`src/rtl/wdt_rst_consts.svh`:
```
`ifndef WDT_RST_CONSTS_SVH
`define WDT_RST_CONSTS_SVH

// ****************************************************************
// register indices (byte address = 4 * index)
// ****************************************************************
`define RSTAT_OFS     6'h00
`define RCTRL_OFS     6'h01
`define WDT_BASE      6'h04
`define WCTRL_OFS     6'h00
`define WWIN_OFS      6'h01
`define WSTAT_OFS     6'h02
`define CCP_IDX       6'h08

// ****************************************************************
// field positions and reset values
// ****************************************************************
`define SW_FLAG_BIT   5
`define DBG_FLAG_BIT  4
`define DOG_FLAG_BIT  3
`define BO_FLAG_BIT   2
`define PIN_FLAG_BIT  1
`define PU_FLAG_BIT   0
`define FLAGS_MSB     5
`define RSTAT_RESET   8'h01
`define TRIG_BIT      0
`define LEN_MSB       5
`define LEN_LSB       2
`define EN_BIT        1
`define UNLOCK_BIT    0
`define PEND_BIT      0
`define LEN_RESET     4'h0
`define CCP_KEY       8'hA5

// ****************************************************************
// timing
// ****************************************************************
`define CLK_MHZ       200
`define DOG_PULSE_NS  500
`define DOG_PULSE_CYC ((`DOG_PULSE_NS * `CLK_MHZ + 999) / 1000)
`define EXT_MIN_NS    100
`define EXT_MIN_CYC   ((`EXT_MIN_NS * `CLK_MHZ + 999) / 1000)
`define CCP_WIN_CYC   4

`endif

```
`src/rtl/wdt_rst_pkg.sv`:
```
package wdt_rst_pkg;

  typedef logic [7:0]  byte_t;
  typedef logic [13:0] tick_cnt_t;

  typedef enum logic [1:0] {
    PH_OFF,
    PH_CLOSED,
    PH_OPEN
  } wd_phase_e;

  // length code to count of 1 kHz ticks; reserved codes act as the longest
  function automatic tick_cnt_t len_ticks(input logic [3:0] code);
    case (code)
      4'h0:    len_ticks = 14'd8;
      4'h1:    len_ticks = 14'd16;
      4'h2:    len_ticks = 14'd32;
      4'h3:    len_ticks = 14'd64;
      4'h4:    len_ticks = 14'd125;
      4'h5:    len_ticks = 14'd250;
      4'h6:    len_ticks = 14'd500;
      4'h7:    len_ticks = 14'd1000;
      4'h8:    len_ticks = 14'd2000;
      4'h9:    len_ticks = 14'd4000;
      default: len_ticks = 14'd8000;
    endcase
  endfunction

endpackage

```
`src/rtl/pin_sync.sv`:
```
`timescale 1ns/10ps
`default_nettype none

module pin_sync #(
  parameter int W = 1
) (
  input  wire logic         clk_i,
  input  wire logic         rst_i,
  input  wire logic         ce_i,
  input  wire logic [W-1:0] d_i,
  output var  logic [W-1:0] q_o
);

  logic [W-1:0] meta;

  // first stage is read by the second stage only
  for (genvar i = 0; i < W; i++) begin : g_bit
    always_ff @(posedge clk_i) begin
      if (rst_i) begin
        meta[i] <= 1'b0;
        q_o[i]  <= 1'b0;
      end else if (ce_i) begin
        meta[i] <= d_i[i];
        q_o[i]  <= meta[i];
      end
    end
  end

endmodule

`default_nettype wire

```
`src/rtl/window_timer.sv`:
```
`timescale 1ns/10ps
`default_nettype none

module window_timer
  import wdt_rst_pkg::*;
(
  // clock and control
  input  wire logic       clk_i,
  input  wire logic       rst_i,
  input  wire logic       ce_i,
  input  wire logic       tick_i,
  // configuration
  input  wire logic       enable_i,
  input  wire logic       window_i,
  input  wire logic [3:0] open_len_i,
  input  wire logic [3:0] closed_len_i,
  // restart and timeout
  input  wire logic       restart_i,
  output var  logic       bite_o
);

  wd_phase_e phase;
  tick_cnt_t cnt;
  tick_cnt_t next_cnt;

  assign next_cnt = cnt + 14'd1;

  always_ff @(posedge clk_i) begin
    if (rst_i) begin
      phase  <= PH_OFF;
      cnt    <= '0;
      bite_o <= 1'b0;
    end else if (ce_i) begin
      bite_o <= 1'b0;
      if (!enable_i) begin
        phase <= PH_OFF;
        cnt   <= '0;
      end else begin
        case (phase)
          PH_OFF: begin
            cnt   <= '0;
            phase <= window_i ? PH_CLOSED : PH_OPEN;
          end
          PH_CLOSED: begin
            if (restart_i) begin
              bite_o <= 1'b1;
              phase  <= PH_OFF;
            end else if (tick_i) begin
              if (next_cnt >= len_ticks(closed_len_i)) begin
                cnt   <= '0;
                phase <= PH_OPEN;
              end else begin
                cnt <= next_cnt;
              end
            end
          end
          PH_OPEN: begin
            if (restart_i) begin
              phase <= PH_OFF;
            end else if (tick_i) begin
              if (next_cnt >= len_ticks(open_len_i)) begin
                bite_o <= 1'b1;
                phase  <= PH_OFF;
              end else begin
                cnt <= next_cnt;
              end
            end
          end
          default: phase <= PH_OFF;
        endcase
      end
    end
  end

endmodule

`default_nettype wire

```
`src/rtl/watchdog_and_reset_control.sv`:
```
// Functional notes
// - pin reset held while pin stays low
// - watchdog reset lasts 100 clocks (500 ns)
// - software reset issued within two clocks
// - cpu halted between soft request and reset
// - debug reset only from debug port pin
// - one cause flag per reset source
// - cause flags cleared by power-up or write-one
// - power-up flag cleared only by write-one
// - cause bits 7:6 read zero
// - trigger bit resets, cleared when reset issued
// - trigger write needs change protection window
// - eleven timeout lengths, default from fuses
// - normal mode bites unless restarted in time
// - restart in closed window causes reset
// - open window follows closed window directly
// - watchdog runs regardless of cpu state
// - counter advances on 1 kHz tick
// - watchdog writes need change protection window
// - config accepted only with unlock bit set
// - lock fuse freezes watchdog control register
// - lock freezes closed length, not window enable
// - open length field bits 5:2 selects timeout
// - control bit 1 enables the watchdog
// - sync pending until synced while enabled
`include "wdt_rst_consts.svh"
`timescale 1ns/10ps
`default_nettype none

module watchdog_and_reset_control
  import wdt_rst_pkg::*;
(
  // clock, reset, enable
  input  wire logic        clk_i,
  input  wire logic        rst_i,
  input  wire logic        ce_i,
  // wishbone slave
  input  wire logic        wb_cyc_i,
  input  wire logic        wb_stb_i,
  input  wire logic        wb_we_i,
  input  wire logic [7:0]  wb_adr_i,
  input  wire logic [3:0]  wb_sel_i,
  input  wire logic [31:0] wb_dat_i,
  output var  logic [31:0] wb_dat_o,
  output var  logic        wb_ack_o,
  // reset sources from pins
  input  wire logic        ext_rst_n_i,
  input  wire logic        bod_i,
  input  wire logic        dbg_rst_i,
  // cpu side
  input  wire logic        wdr_i,
  output var  logic        cpu_halt_o,
  output var  logic        sys_rst_o,
  // low power oscillator and fuses
  input  wire logic        lp_tick_i,
  input  wire logic        lock_fuse_i,
  input  wire logic [3:0]  per_fuse_i,
  input  wire logic [3:0]  closed_window_len_sel_fuse_i,
  input  wire logic        en_fuse_i,
  input  wire logic        wen_fuse_i
);

  // ****************************************************************
  // pin synchronisers
  // ****************************************************************
  logic [14:0] pins_s;
  logic        ext_n_s;
  logic        bod_s;
  logic        dbg_s;
  logic        tick_s;
  logic        lock_s;
  logic [3:0]  per_s;
  logic [3:0]  closed_window_len_sel_s;
  logic        en_s;
  logic        wen_s;

  pin_sync #(
    .W (15)
  ) u_sync (
    .clk_i (clk_i),
    .rst_i (rst_i),
    .ce_i  (ce_i),
    .d_i   ({ext_rst_n_i, bod_i, dbg_rst_i, lp_tick_i, lock_fuse_i,
             per_fuse_i, closed_window_len_sel_fuse_i, en_fuse_i, wen_fuse_i}),
    .q_o   (pins_s)
  );

  assign {ext_n_s, bod_s, dbg_s, tick_s, lock_s, per_s, closed_window_len_sel_s, en_s, wen_s} = pins_s;

  // ****************************************************************
  // bus decode
  // ****************************************************************
  function automatic logic hit(input logic [7:0] adr, input logic [5:0] idx);
    hit = (adr[7:2] == idx) && (adr[1:0] == 2'h0);
  endfunction

  logic       req;
  logic       wr;
  logic [7:0] wdat;
  logic       wr_rstat;
  logic       wr_rctrl;
  logic       wr_wctrl;
  logic       wr_wwin;
  logic       wr_ccp;
  logic       ccp_open;
  logic [2:0] ccp_cnt;

  assign req      = wb_cyc_i && wb_stb_i && !wb_ack_o;
  assign wr       = req && wb_we_i && wb_sel_i[0];
  assign wdat     = wb_dat_i[7:0];
  assign wr_rstat = wr && hit(wb_adr_i, `RSTAT_OFS);
  assign wr_rctrl = wr && hit(wb_adr_i, `RCTRL_OFS);
  assign wr_wctrl = wr && hit(wb_adr_i, `WDT_BASE + `WCTRL_OFS);
  assign wr_wwin  = wr && hit(wb_adr_i, `WDT_BASE + `WWIN_OFS);
  assign wr_ccp   = wr && hit(wb_adr_i, `CCP_IDX);
  assign ccp_open = (ccp_cnt != 3'h0);

  // ****************************************************************
  // change protection window
  // ****************************************************************
  // the key opens a short window; any protected write must land in it
  always_ff @(posedge clk_i) begin
    if (rst_i) begin
      ccp_cnt <= 3'h0;
    end else if (ce_i) begin
      if (wr_ccp && wdat == `CCP_KEY) begin
        ccp_cnt <= 3'(`CCP_WIN_CYC);
      end else if (ccp_open) begin
        ccp_cnt <= ccp_cnt - 3'h1;
      end
    end
  end

  // ****************************************************************
  // pin reset qualification
  // ****************************************************************
  logic [7:0] ext_cnt;
  logic       ext_hold;

  always_ff @(posedge clk_i) begin
    if (rst_i) begin
      ext_cnt  <= 8'h00;
      ext_hold <= 1'b0;
    end else if (ce_i) begin
      if (ext_n_s) begin
        ext_cnt  <= 8'h00;
        ext_hold <= 1'b0;
      end else if (ext_cnt >= 8'(`EXT_MIN_CYC - 1)) begin
        ext_hold <= 1'b1;
      end else begin
        ext_cnt <= ext_cnt + 8'h01;
      end
    end
  end

  // ****************************************************************
  // watchdog configuration
  // ****************************************************************
  logic [3:0] open_len;
  logic [3:0] closed_len;
  logic       dog_en;
  logic       win_en;
  logic [1:0] load_wait;
  logic       fuse_load;

  // fuses are caught two clocks after release, once the synchronisers hold them
  assign fuse_load = (load_wait == 2'h2) || sys_rst_o;

  always_ff @(posedge clk_i) begin
    if (rst_i) begin
      load_wait <= 2'h0;
    end else if (ce_i && load_wait != 2'h3) begin
      load_wait <= load_wait + 2'h1;
    end
  end

  always_ff @(posedge clk_i) begin
    if (rst_i) begin
      open_len <= `LEN_RESET;
      dog_en   <= 1'b0;
    end else if (ce_i) begin
      if (fuse_load) begin
        open_len <= per_s;
        dog_en   <= en_s;
      end else if (wr_wctrl && ccp_open && wdat[`UNLOCK_BIT] && !lock_s) begin
        open_len <= wdat[`LEN_MSB:`LEN_LSB];
        dog_en   <= wdat[`EN_BIT];
      end
    end
  end

  always_ff @(posedge clk_i) begin
    if (rst_i) begin
      closed_len <= `LEN_RESET;
      win_en     <= 1'b0;
    end else if (ce_i) begin
      if (fuse_load) begin
        closed_len <= closed_window_len_sel_s;
        win_en     <= wen_s;
      end else if (wr_wwin && ccp_open && wdat[`UNLOCK_BIT]) begin
        if (!lock_s) begin
          closed_len <= wdat[`LEN_MSB:`LEN_LSB];
        end
        win_en <= wdat[`EN_BIT];
      end
    end
  end

  // ****************************************************************
  // sync pending flag
  // ****************************************************************
  logic tick_d;
  logic tick_rise;
  logic sync_pending;
  logic cfg_wr;

  assign tick_rise = tick_s && !tick_d;
  assign cfg_wr    = (wr_wctrl || wr_wwin) && ccp_open;

  always_ff @(posedge clk_i) begin
    if (rst_i) begin
      tick_d <= 1'b0;
    end else if (ce_i) begin
      tick_d <= tick_s;
    end
  end

  // a new write restarts the wait even if an older one completes now
  always_ff @(posedge clk_i) begin
    if (rst_i) begin
      sync_pending <= 1'b0;
    end else if (ce_i) begin
      if (cfg_wr) begin
        sync_pending <= 1'b1;
      end else if (tick_rise && dog_en) begin
        sync_pending <= 1'b0;
      end
    end
  end

  // ****************************************************************
  // watchdog counter and reset pulse
  // ****************************************************************
  logic       bite;
  logic [7:0] dog_cnt;
  logic       dog_act;

  assign dog_act = (dog_cnt != 8'h00);

  // counter runs on its own tick whether or not the cpu executes
  window_timer u_timer (
    .clk_i        (clk_i),
    .rst_i        (rst_i || sys_rst_o),
    .ce_i         (ce_i),
    .tick_i       (tick_rise),
    .enable_i     (dog_en),
    .window_i     (win_en),
    .open_len_i   (open_len),
    .closed_len_i (closed_len),
    .restart_i    (wdr_i && !cpu_halt_o),
    .bite_o       (bite)
  );

  always_ff @(posedge clk_i) begin
    if (rst_i) begin
      dog_cnt <= 8'h00;
    end else if (ce_i) begin
      if (bite) begin
        dog_cnt <= 8'(`DOG_PULSE_CYC);
      end else if (dog_act) begin
        dog_cnt <= dog_cnt - 8'h01;
      end
    end
  end

  // ****************************************************************
  // software reset trigger
  // ****************************************************************
  logic soft_trig;
  logic soft_go;

  assign soft_go = wr_rctrl && ccp_open && wdat[`TRIG_BIT];

  always_ff @(posedge clk_i) begin
    if (rst_i) begin
      soft_trig <= 1'b0;
    end else if (ce_i) begin
      if (soft_go) begin
        soft_trig <= 1'b1;
      end else if (soft_trig) begin
        soft_trig <= 1'b0;
      end
    end
  end

  // ****************************************************************
  // reset combine and cause flags
  // ****************************************************************
  logic       next_rst;
  logic [5:0] cause;
  logic [5:0] src;
  logic [5:0] next_flags;

  // debug source enters only through its pin, no register reaches it
  assign src = {soft_trig, dbg_s, bite, bod_s, ext_hold, 1'b0};
  assign next_rst = soft_trig || dbg_s || dog_act || bod_s || ext_hold;

  always_ff @(posedge clk_i) begin
    if (rst_i) begin
      sys_rst_o  <= 1'b0;
      cpu_halt_o <= 1'b0;
    end else if (ce_i) begin
      sys_rst_o  <= next_rst;
      cpu_halt_o <= next_rst || soft_go;
    end
  end

  // set wins over a write-one clear arriving in the same cycle
  always_comb begin
    next_flags = cause;
    if (wr_rstat) begin
      next_flags = cause & ~wdat[`FLAGS_MSB:0];
    end
    next_flags = next_flags | src;
  end

  always_ff @(posedge clk_i) begin
    if (rst_i) begin
      cause <= 6'(`RSTAT_RESET);
    end else if (ce_i) begin
      cause <= next_flags;
    end
  end

  // ****************************************************************
  // bus answer
  // ****************************************************************
  byte_t rdat;

  always_comb begin
    rdat = 8'h00;
    if (hit(wb_adr_i, `RSTAT_OFS)) begin
      rdat = {2'b00, cause};
    end else if (hit(wb_adr_i, `RCTRL_OFS)) begin
      rdat = {7'h00, soft_trig};
    end else if (hit(wb_adr_i, `WDT_BASE + `WCTRL_OFS)) begin
      rdat = {2'b00, open_len, dog_en, 1'b0};
    end else if (hit(wb_adr_i, `WDT_BASE + `WWIN_OFS)) begin
      rdat = {2'b00, closed_len, win_en, 1'b0};
    end else if (hit(wb_adr_i, `WDT_BASE + `WSTAT_OFS)) begin
      rdat = {7'h00, sync_pending};
    end
  end

  always_ff @(posedge clk_i) begin
    if (rst_i) begin
      wb_ack_o <= 1'b0;
      wb_dat_o <= 32'h0000_0000;
    end else if (ce_i) begin
      wb_ack_o <= req;
      wb_dat_o <= {24'h00_0000, rdat};
    end
  end

endmodule

`default_nettype wire

```
`config.mk`:
```
export PLATFORM = sky130hd
export DESIGN_NAME = watchdog_and_reset_control
export DESIGN_NICKNAME = d
export VERILOG_FILES = /design/src/rtl/wdt_rst_pkg.sv /design/src/rtl/pin_sync.sv /design/src/rtl/window_timer.sv /design/src/rtl/watchdog_and_reset_control.sv
export VERILOG_INCLUDE_DIRS = /design/src /design/src/rtl
export SDC_FILE = /design/constraint.sdc
export NUM_CORES = 1
export LEC_CHECK = 0
export BUFFER_PORTS_ARGS = -buffer_cell sky130_fd_sc_hd__buf_2
export CAP_MARGIN = 20
export CORE_MARGIN = 2
export CORE_UTILIZATION = 40
export DETAILED_ROUTE_END_ITERATION = 7
export PLACE_DENSITY = 0.59
export SYNTH_ARGS = -nofsm -noshare
export SYNTH_HDL_FRONTEND = slang
export SYNTH_SLANG_ARGS = --single-unit
```
`constraint.sdc`:
```
create_clock -name clk_i -period 5 [get_ports clk_i]
set_input_delay 0 -clock clk_i [delete_from_list [all_inputs] [get_ports clk_i]]
set_output_delay 0 -clock clk_i [all_outputs]
set_load 0.02 [all_outputs]
```
==> flow_metrics.env <==
export IMPL_fin_tns_setup_ns=0
export IMPL_clock_latency_ns=0.42
export IMPL_drive_above_1_share=0.125
export IMPL_netSwitchingPower_uw=968
export IMPL_fp_dieH_um=128
export IMPL_slew_headroom=0.423
export IMPL_synthCells=717
export IMPL_cp_required_ns=5.34
export IMPL_seq_area_frac_synth=0.400
export IMPL_syn_area_um2=6150
export IMPL_wl_met1_um=6810
export IMPL_routedWlPerCell_um=14.8
export IMPL_async_flop_share=0
export IMPL_skew_ns=0.0216
export IMPL_cts_buffer_depth=2
export IMPL_post_cts_buffers=0
export IMPL_antenna_left=0
export IMPL_start_util=0.407
export IMPL_cts_hold_buf=19
export IMPL_worstMarginPinSlew_ns=0.865
export IMPL_top_layer_used="met4"
export IMPL_fmax_ghz=0.247
export IMPL_fin_util=0.478
export IMPL_hp_class="input port to flop"
export IMPL_routabilityCongestion=0.853
export IMPL_nFillCells=1418
export IMPL_path_common_cell="and3_1"
export IMPL_pwr_share_comb=0.218
export IMPL_ys_flop_type="dfxtp_1"
export IMPL_numPortBuffers=47
export IMPL_status="complete, no violations"
export IMPL_leakage_uw=0.00312
export IMPL_clockRootBuffer="clkbuf_16"
export IMPL_path_buf_inv=0
export IMPL_grt_setup_unrepaired="no"
export IMPL_boundaryPins=101
export IMPL_worst_ep_arrival_time_ns=4.39
export IMPL_path_cells="and4_1, and3_1, nand4_1, xnor2_1, ha_1, and3_1, a221o_1, a2111oi_4, a31oi_2, a2111o_1, or3_1, a21oi_1"
export IMPL_swShare=0.319
export IMPL_pwr_share_seq=0.386
export IMPL_synth_area_leaders="dfxtp_1, ha_1, mux2i_1"
export IMPL_slowest_delay_ns=0.60
export IMPL_slowest_stage="a2111o_1"
export IMPL_syn_to_final_growth_pct=17.4
export IMPL_critPathTopFamily="compound AO/OA/AOI/OAI gates"
export IMPL_drv_slew=0
export IMPL_yosysMostFrequentCell="dfxtp_1"
export IMPL_synth_top_cells_by_count="dfxtp_1, nor2_1, nand2_1, inv_1, a21oi_1"
export IMPL_overflow=0
export IMPL_die_area_um2=16400
export IMPL_regArea_um2=2460
export IMPL_power_per_cell_area_nw_per_um2=421
export IMPL_synth_edf_count=0
export IMPL_period_needed_ns=4.04
export IMPL_setup_viol=0
export IMPL_cts_resized=0
export IMPL_route_met2_wl_um=6860
export IMPL_ys_warn_count=0
export IMPL_end_kind="flop"
export IMPL_clock_sinks=123
export IMPL_vias_per_cell=5.28
export IMPL_grt_pass1_vias=4929
export IMPL_ys_ff_latch=123
export IMPL_dr_first_iter_drc_count=296
export IMPL_yosys_area_top_type_share=0.400
export IMPL_pwr_share_clk=0.395
export IMPL_max_cap_viol_count=0
export IMPL_path_clk_slew_ns=0.06
export IMPL_grt_pass1_wl_um=23800
export IMPL_vias=5178
export IMPL_final_hold_viol_count=0
export IMPL_ir_drop_v=0.000248
export IMPL_grt_max_degree=67
export IMPL_finalNetCount=883
export IMPL_drc=0
export IMPL_yosysTopAreaCell="dfxtp_1"
export IMPL_numCtsBuffers=17
export IMPL_htreeDepth=4
export IMPL_synth_cell_types=66
export IMPL_dr_pass1_iters=5
export IMPL_cts_tree="done"
export IMPL_crit_fanout=10
export IMPL_die_w_um=128
export IMPL_p_int_uw=2070
export IMPL_antenna_found_initial=0
export IMPL_critical_path_startpoint_type="flop"
export IMPL_path_class="flop to flop"
export IMPL_wl_um=14600
export IMPL_multi_input_area_um2=3270
export IMPL_avgSynthCellArea_um2=8.58
export IMPL_core_area_um2=15100
export IMPL_dr_wl_met3_um=605
export IMPL_period_share=0.809
export IMPL_pre_cts_ws_ns=0.987
export IMPL_num_antenna_cells=0
export IMPL_fin_ws_ns=0.957
export IMPL_place_hpwl_um=10500
export IMPL_rows=45
export IMPL_grt_usage=0.184
[final timing paths]
check	startpoint	to	slack, ns	depth (start not counted)
hold reg to reg	wb_dat_o[0]$_SDFFE_PP0P_	wb_dat_o[0]$_SDFFE_PP0P_	0.47	2
setup reg to reg	u_timer.cnt[2]$_SDFFE_PP0P_	u_timer.cnt[5]$_SDFFE_PP0P_	0.96	12
hold / removal	wb_dat_i[3]	cause[3]$_SDFFE_PP0P_	0.02	4
setup / recovery	u_timer.cnt[2]$_SDFFE_PP0P_	u_timer.cnt[5]$_SDFFE_PP0P_	0.96	12
[final cells by class]
| type | count | share of cell area |
|---|---|---|
| clock inverter | 15 | 0.0210 |
| sequential | 123 | 0.341 |
| multi-input combinational | 512 | 0.453 |
| clock buffer | 17 | 0.0590 |
| timing repair buffer | 72 | 0.0649 |
| inverter | 54 | 0.0281 |
| tap | 188 | 0.0326 |
[power groups by stage]
stage	Combinational (µW)	Clock, µW	Sequential [µW]
finish	664	1200	1170
global placement	620	0	1190
detailed placement	645	0	1190
CTS	660	1230	1170
global route	756	1270	1190
floorplan	512	0	1170
[kinds of logic (layout without fill, tap and decap cells)]
family                     count (synthesis)  count (layout)  synth area share
AOI/OAI and AO/OA                        153             153             0.166
xor gates and xnor gates                  19              19            0.0271
adders and majority gates                 37              37            0.0753
buffers and inverters                    107             158            0.0828
DFF                                      123             123             0.400
muxes                                     36              36            0.0588
other                                      1              26          0.000610
and+or+nand+nor                          241             241             0.188
[metal layers]
| metal | up-vias | track usage |
|---|---|---|
| met1 | 2408 | 0.229 |
| met4 | 0 | 0.0840 |
| met3 | 28 | 0.0422 |
| met2 | 147 | 0.303 |
| li1 | 2595 | - |
| met5 | - | 0 |
[through the flow]
| step | total power [µW] | std cells | area, µm² | hold WS [ns] |
|---|---|---|---|---|
| final | 3040 | 981 | 7220 | 0.0185 |
| after global placement | 1810 | 929 | 6440 | 0.235 |
| after floorplan | 1690 | 742 | 6240 | 0.128 |
| after CTS | 3060 | 980 | 7210 | 0.00225 |
| after global routing | 3220 | 981 | 7220 | 0.0183 |
| after detailed placement | 1840 | 929 | 6440 | 0.244 |
[worst reg2reg max path, cell delays in order (launching register included)]
cell	delay [ns]
dfxtp_1	0.47
and4_1	0.26
and3_1	0.18
nand4_1	0.11
xnor2_1	0.37
ha_1	0.31
and3_1	0.21
a221o_1	0.39
a2111oi_4	0.39
a31oi_2	0.18
a2111o_1	0.60
or3_1	0.36
a21oi_1	0.15
[layout by cell type (no fill, tap or decap), types with 6 or more instances in the layout]
| cell type | synthesis | routed |
|---|---|---|
| ha_1 | 37 | 37 |
| a21oi_1 | 43 | 43 |
| xnor2_1 | 13 | 13 |
| and3_1 | 13 | 13 |
| nand2b_1 | 6 | 6 |
| nand3_1 | 18 | 18 |
| xor2_1 | 6 | 6 |
| a22oi_1 | 6 | 6 |
| nand4_1 | 7 | 7 |
| mux2i_1 | 35 | 35 |
| buf_2 | 2 | 48 |
| nand2_1 | 53 | 53 |
| o21ai_0 | 28 | 28 |
| dlygate4sd3_1 | 0 | 19 |
| conb_1 | 1 | 26 |
| nor4_1 | 10 | 10 |
| inv_6 | 0 | 6 |
| nor3_1 | 10 | 10 |
| o22ai_1 | 8 | 8 |
| or3_1 | 8 | 8 |
| a211oi_1 | 12 | 12 |
| dfxtp_1 | 123 | 123 |
| nor2_1 | 93 | 93 |
| inv_1 | 52 | 52 |
| o211ai_1 | 6 | 6 |
| clkbuf_16 | 0 | 17 |
Note: power is estimated with default switching activity, not from simulation.
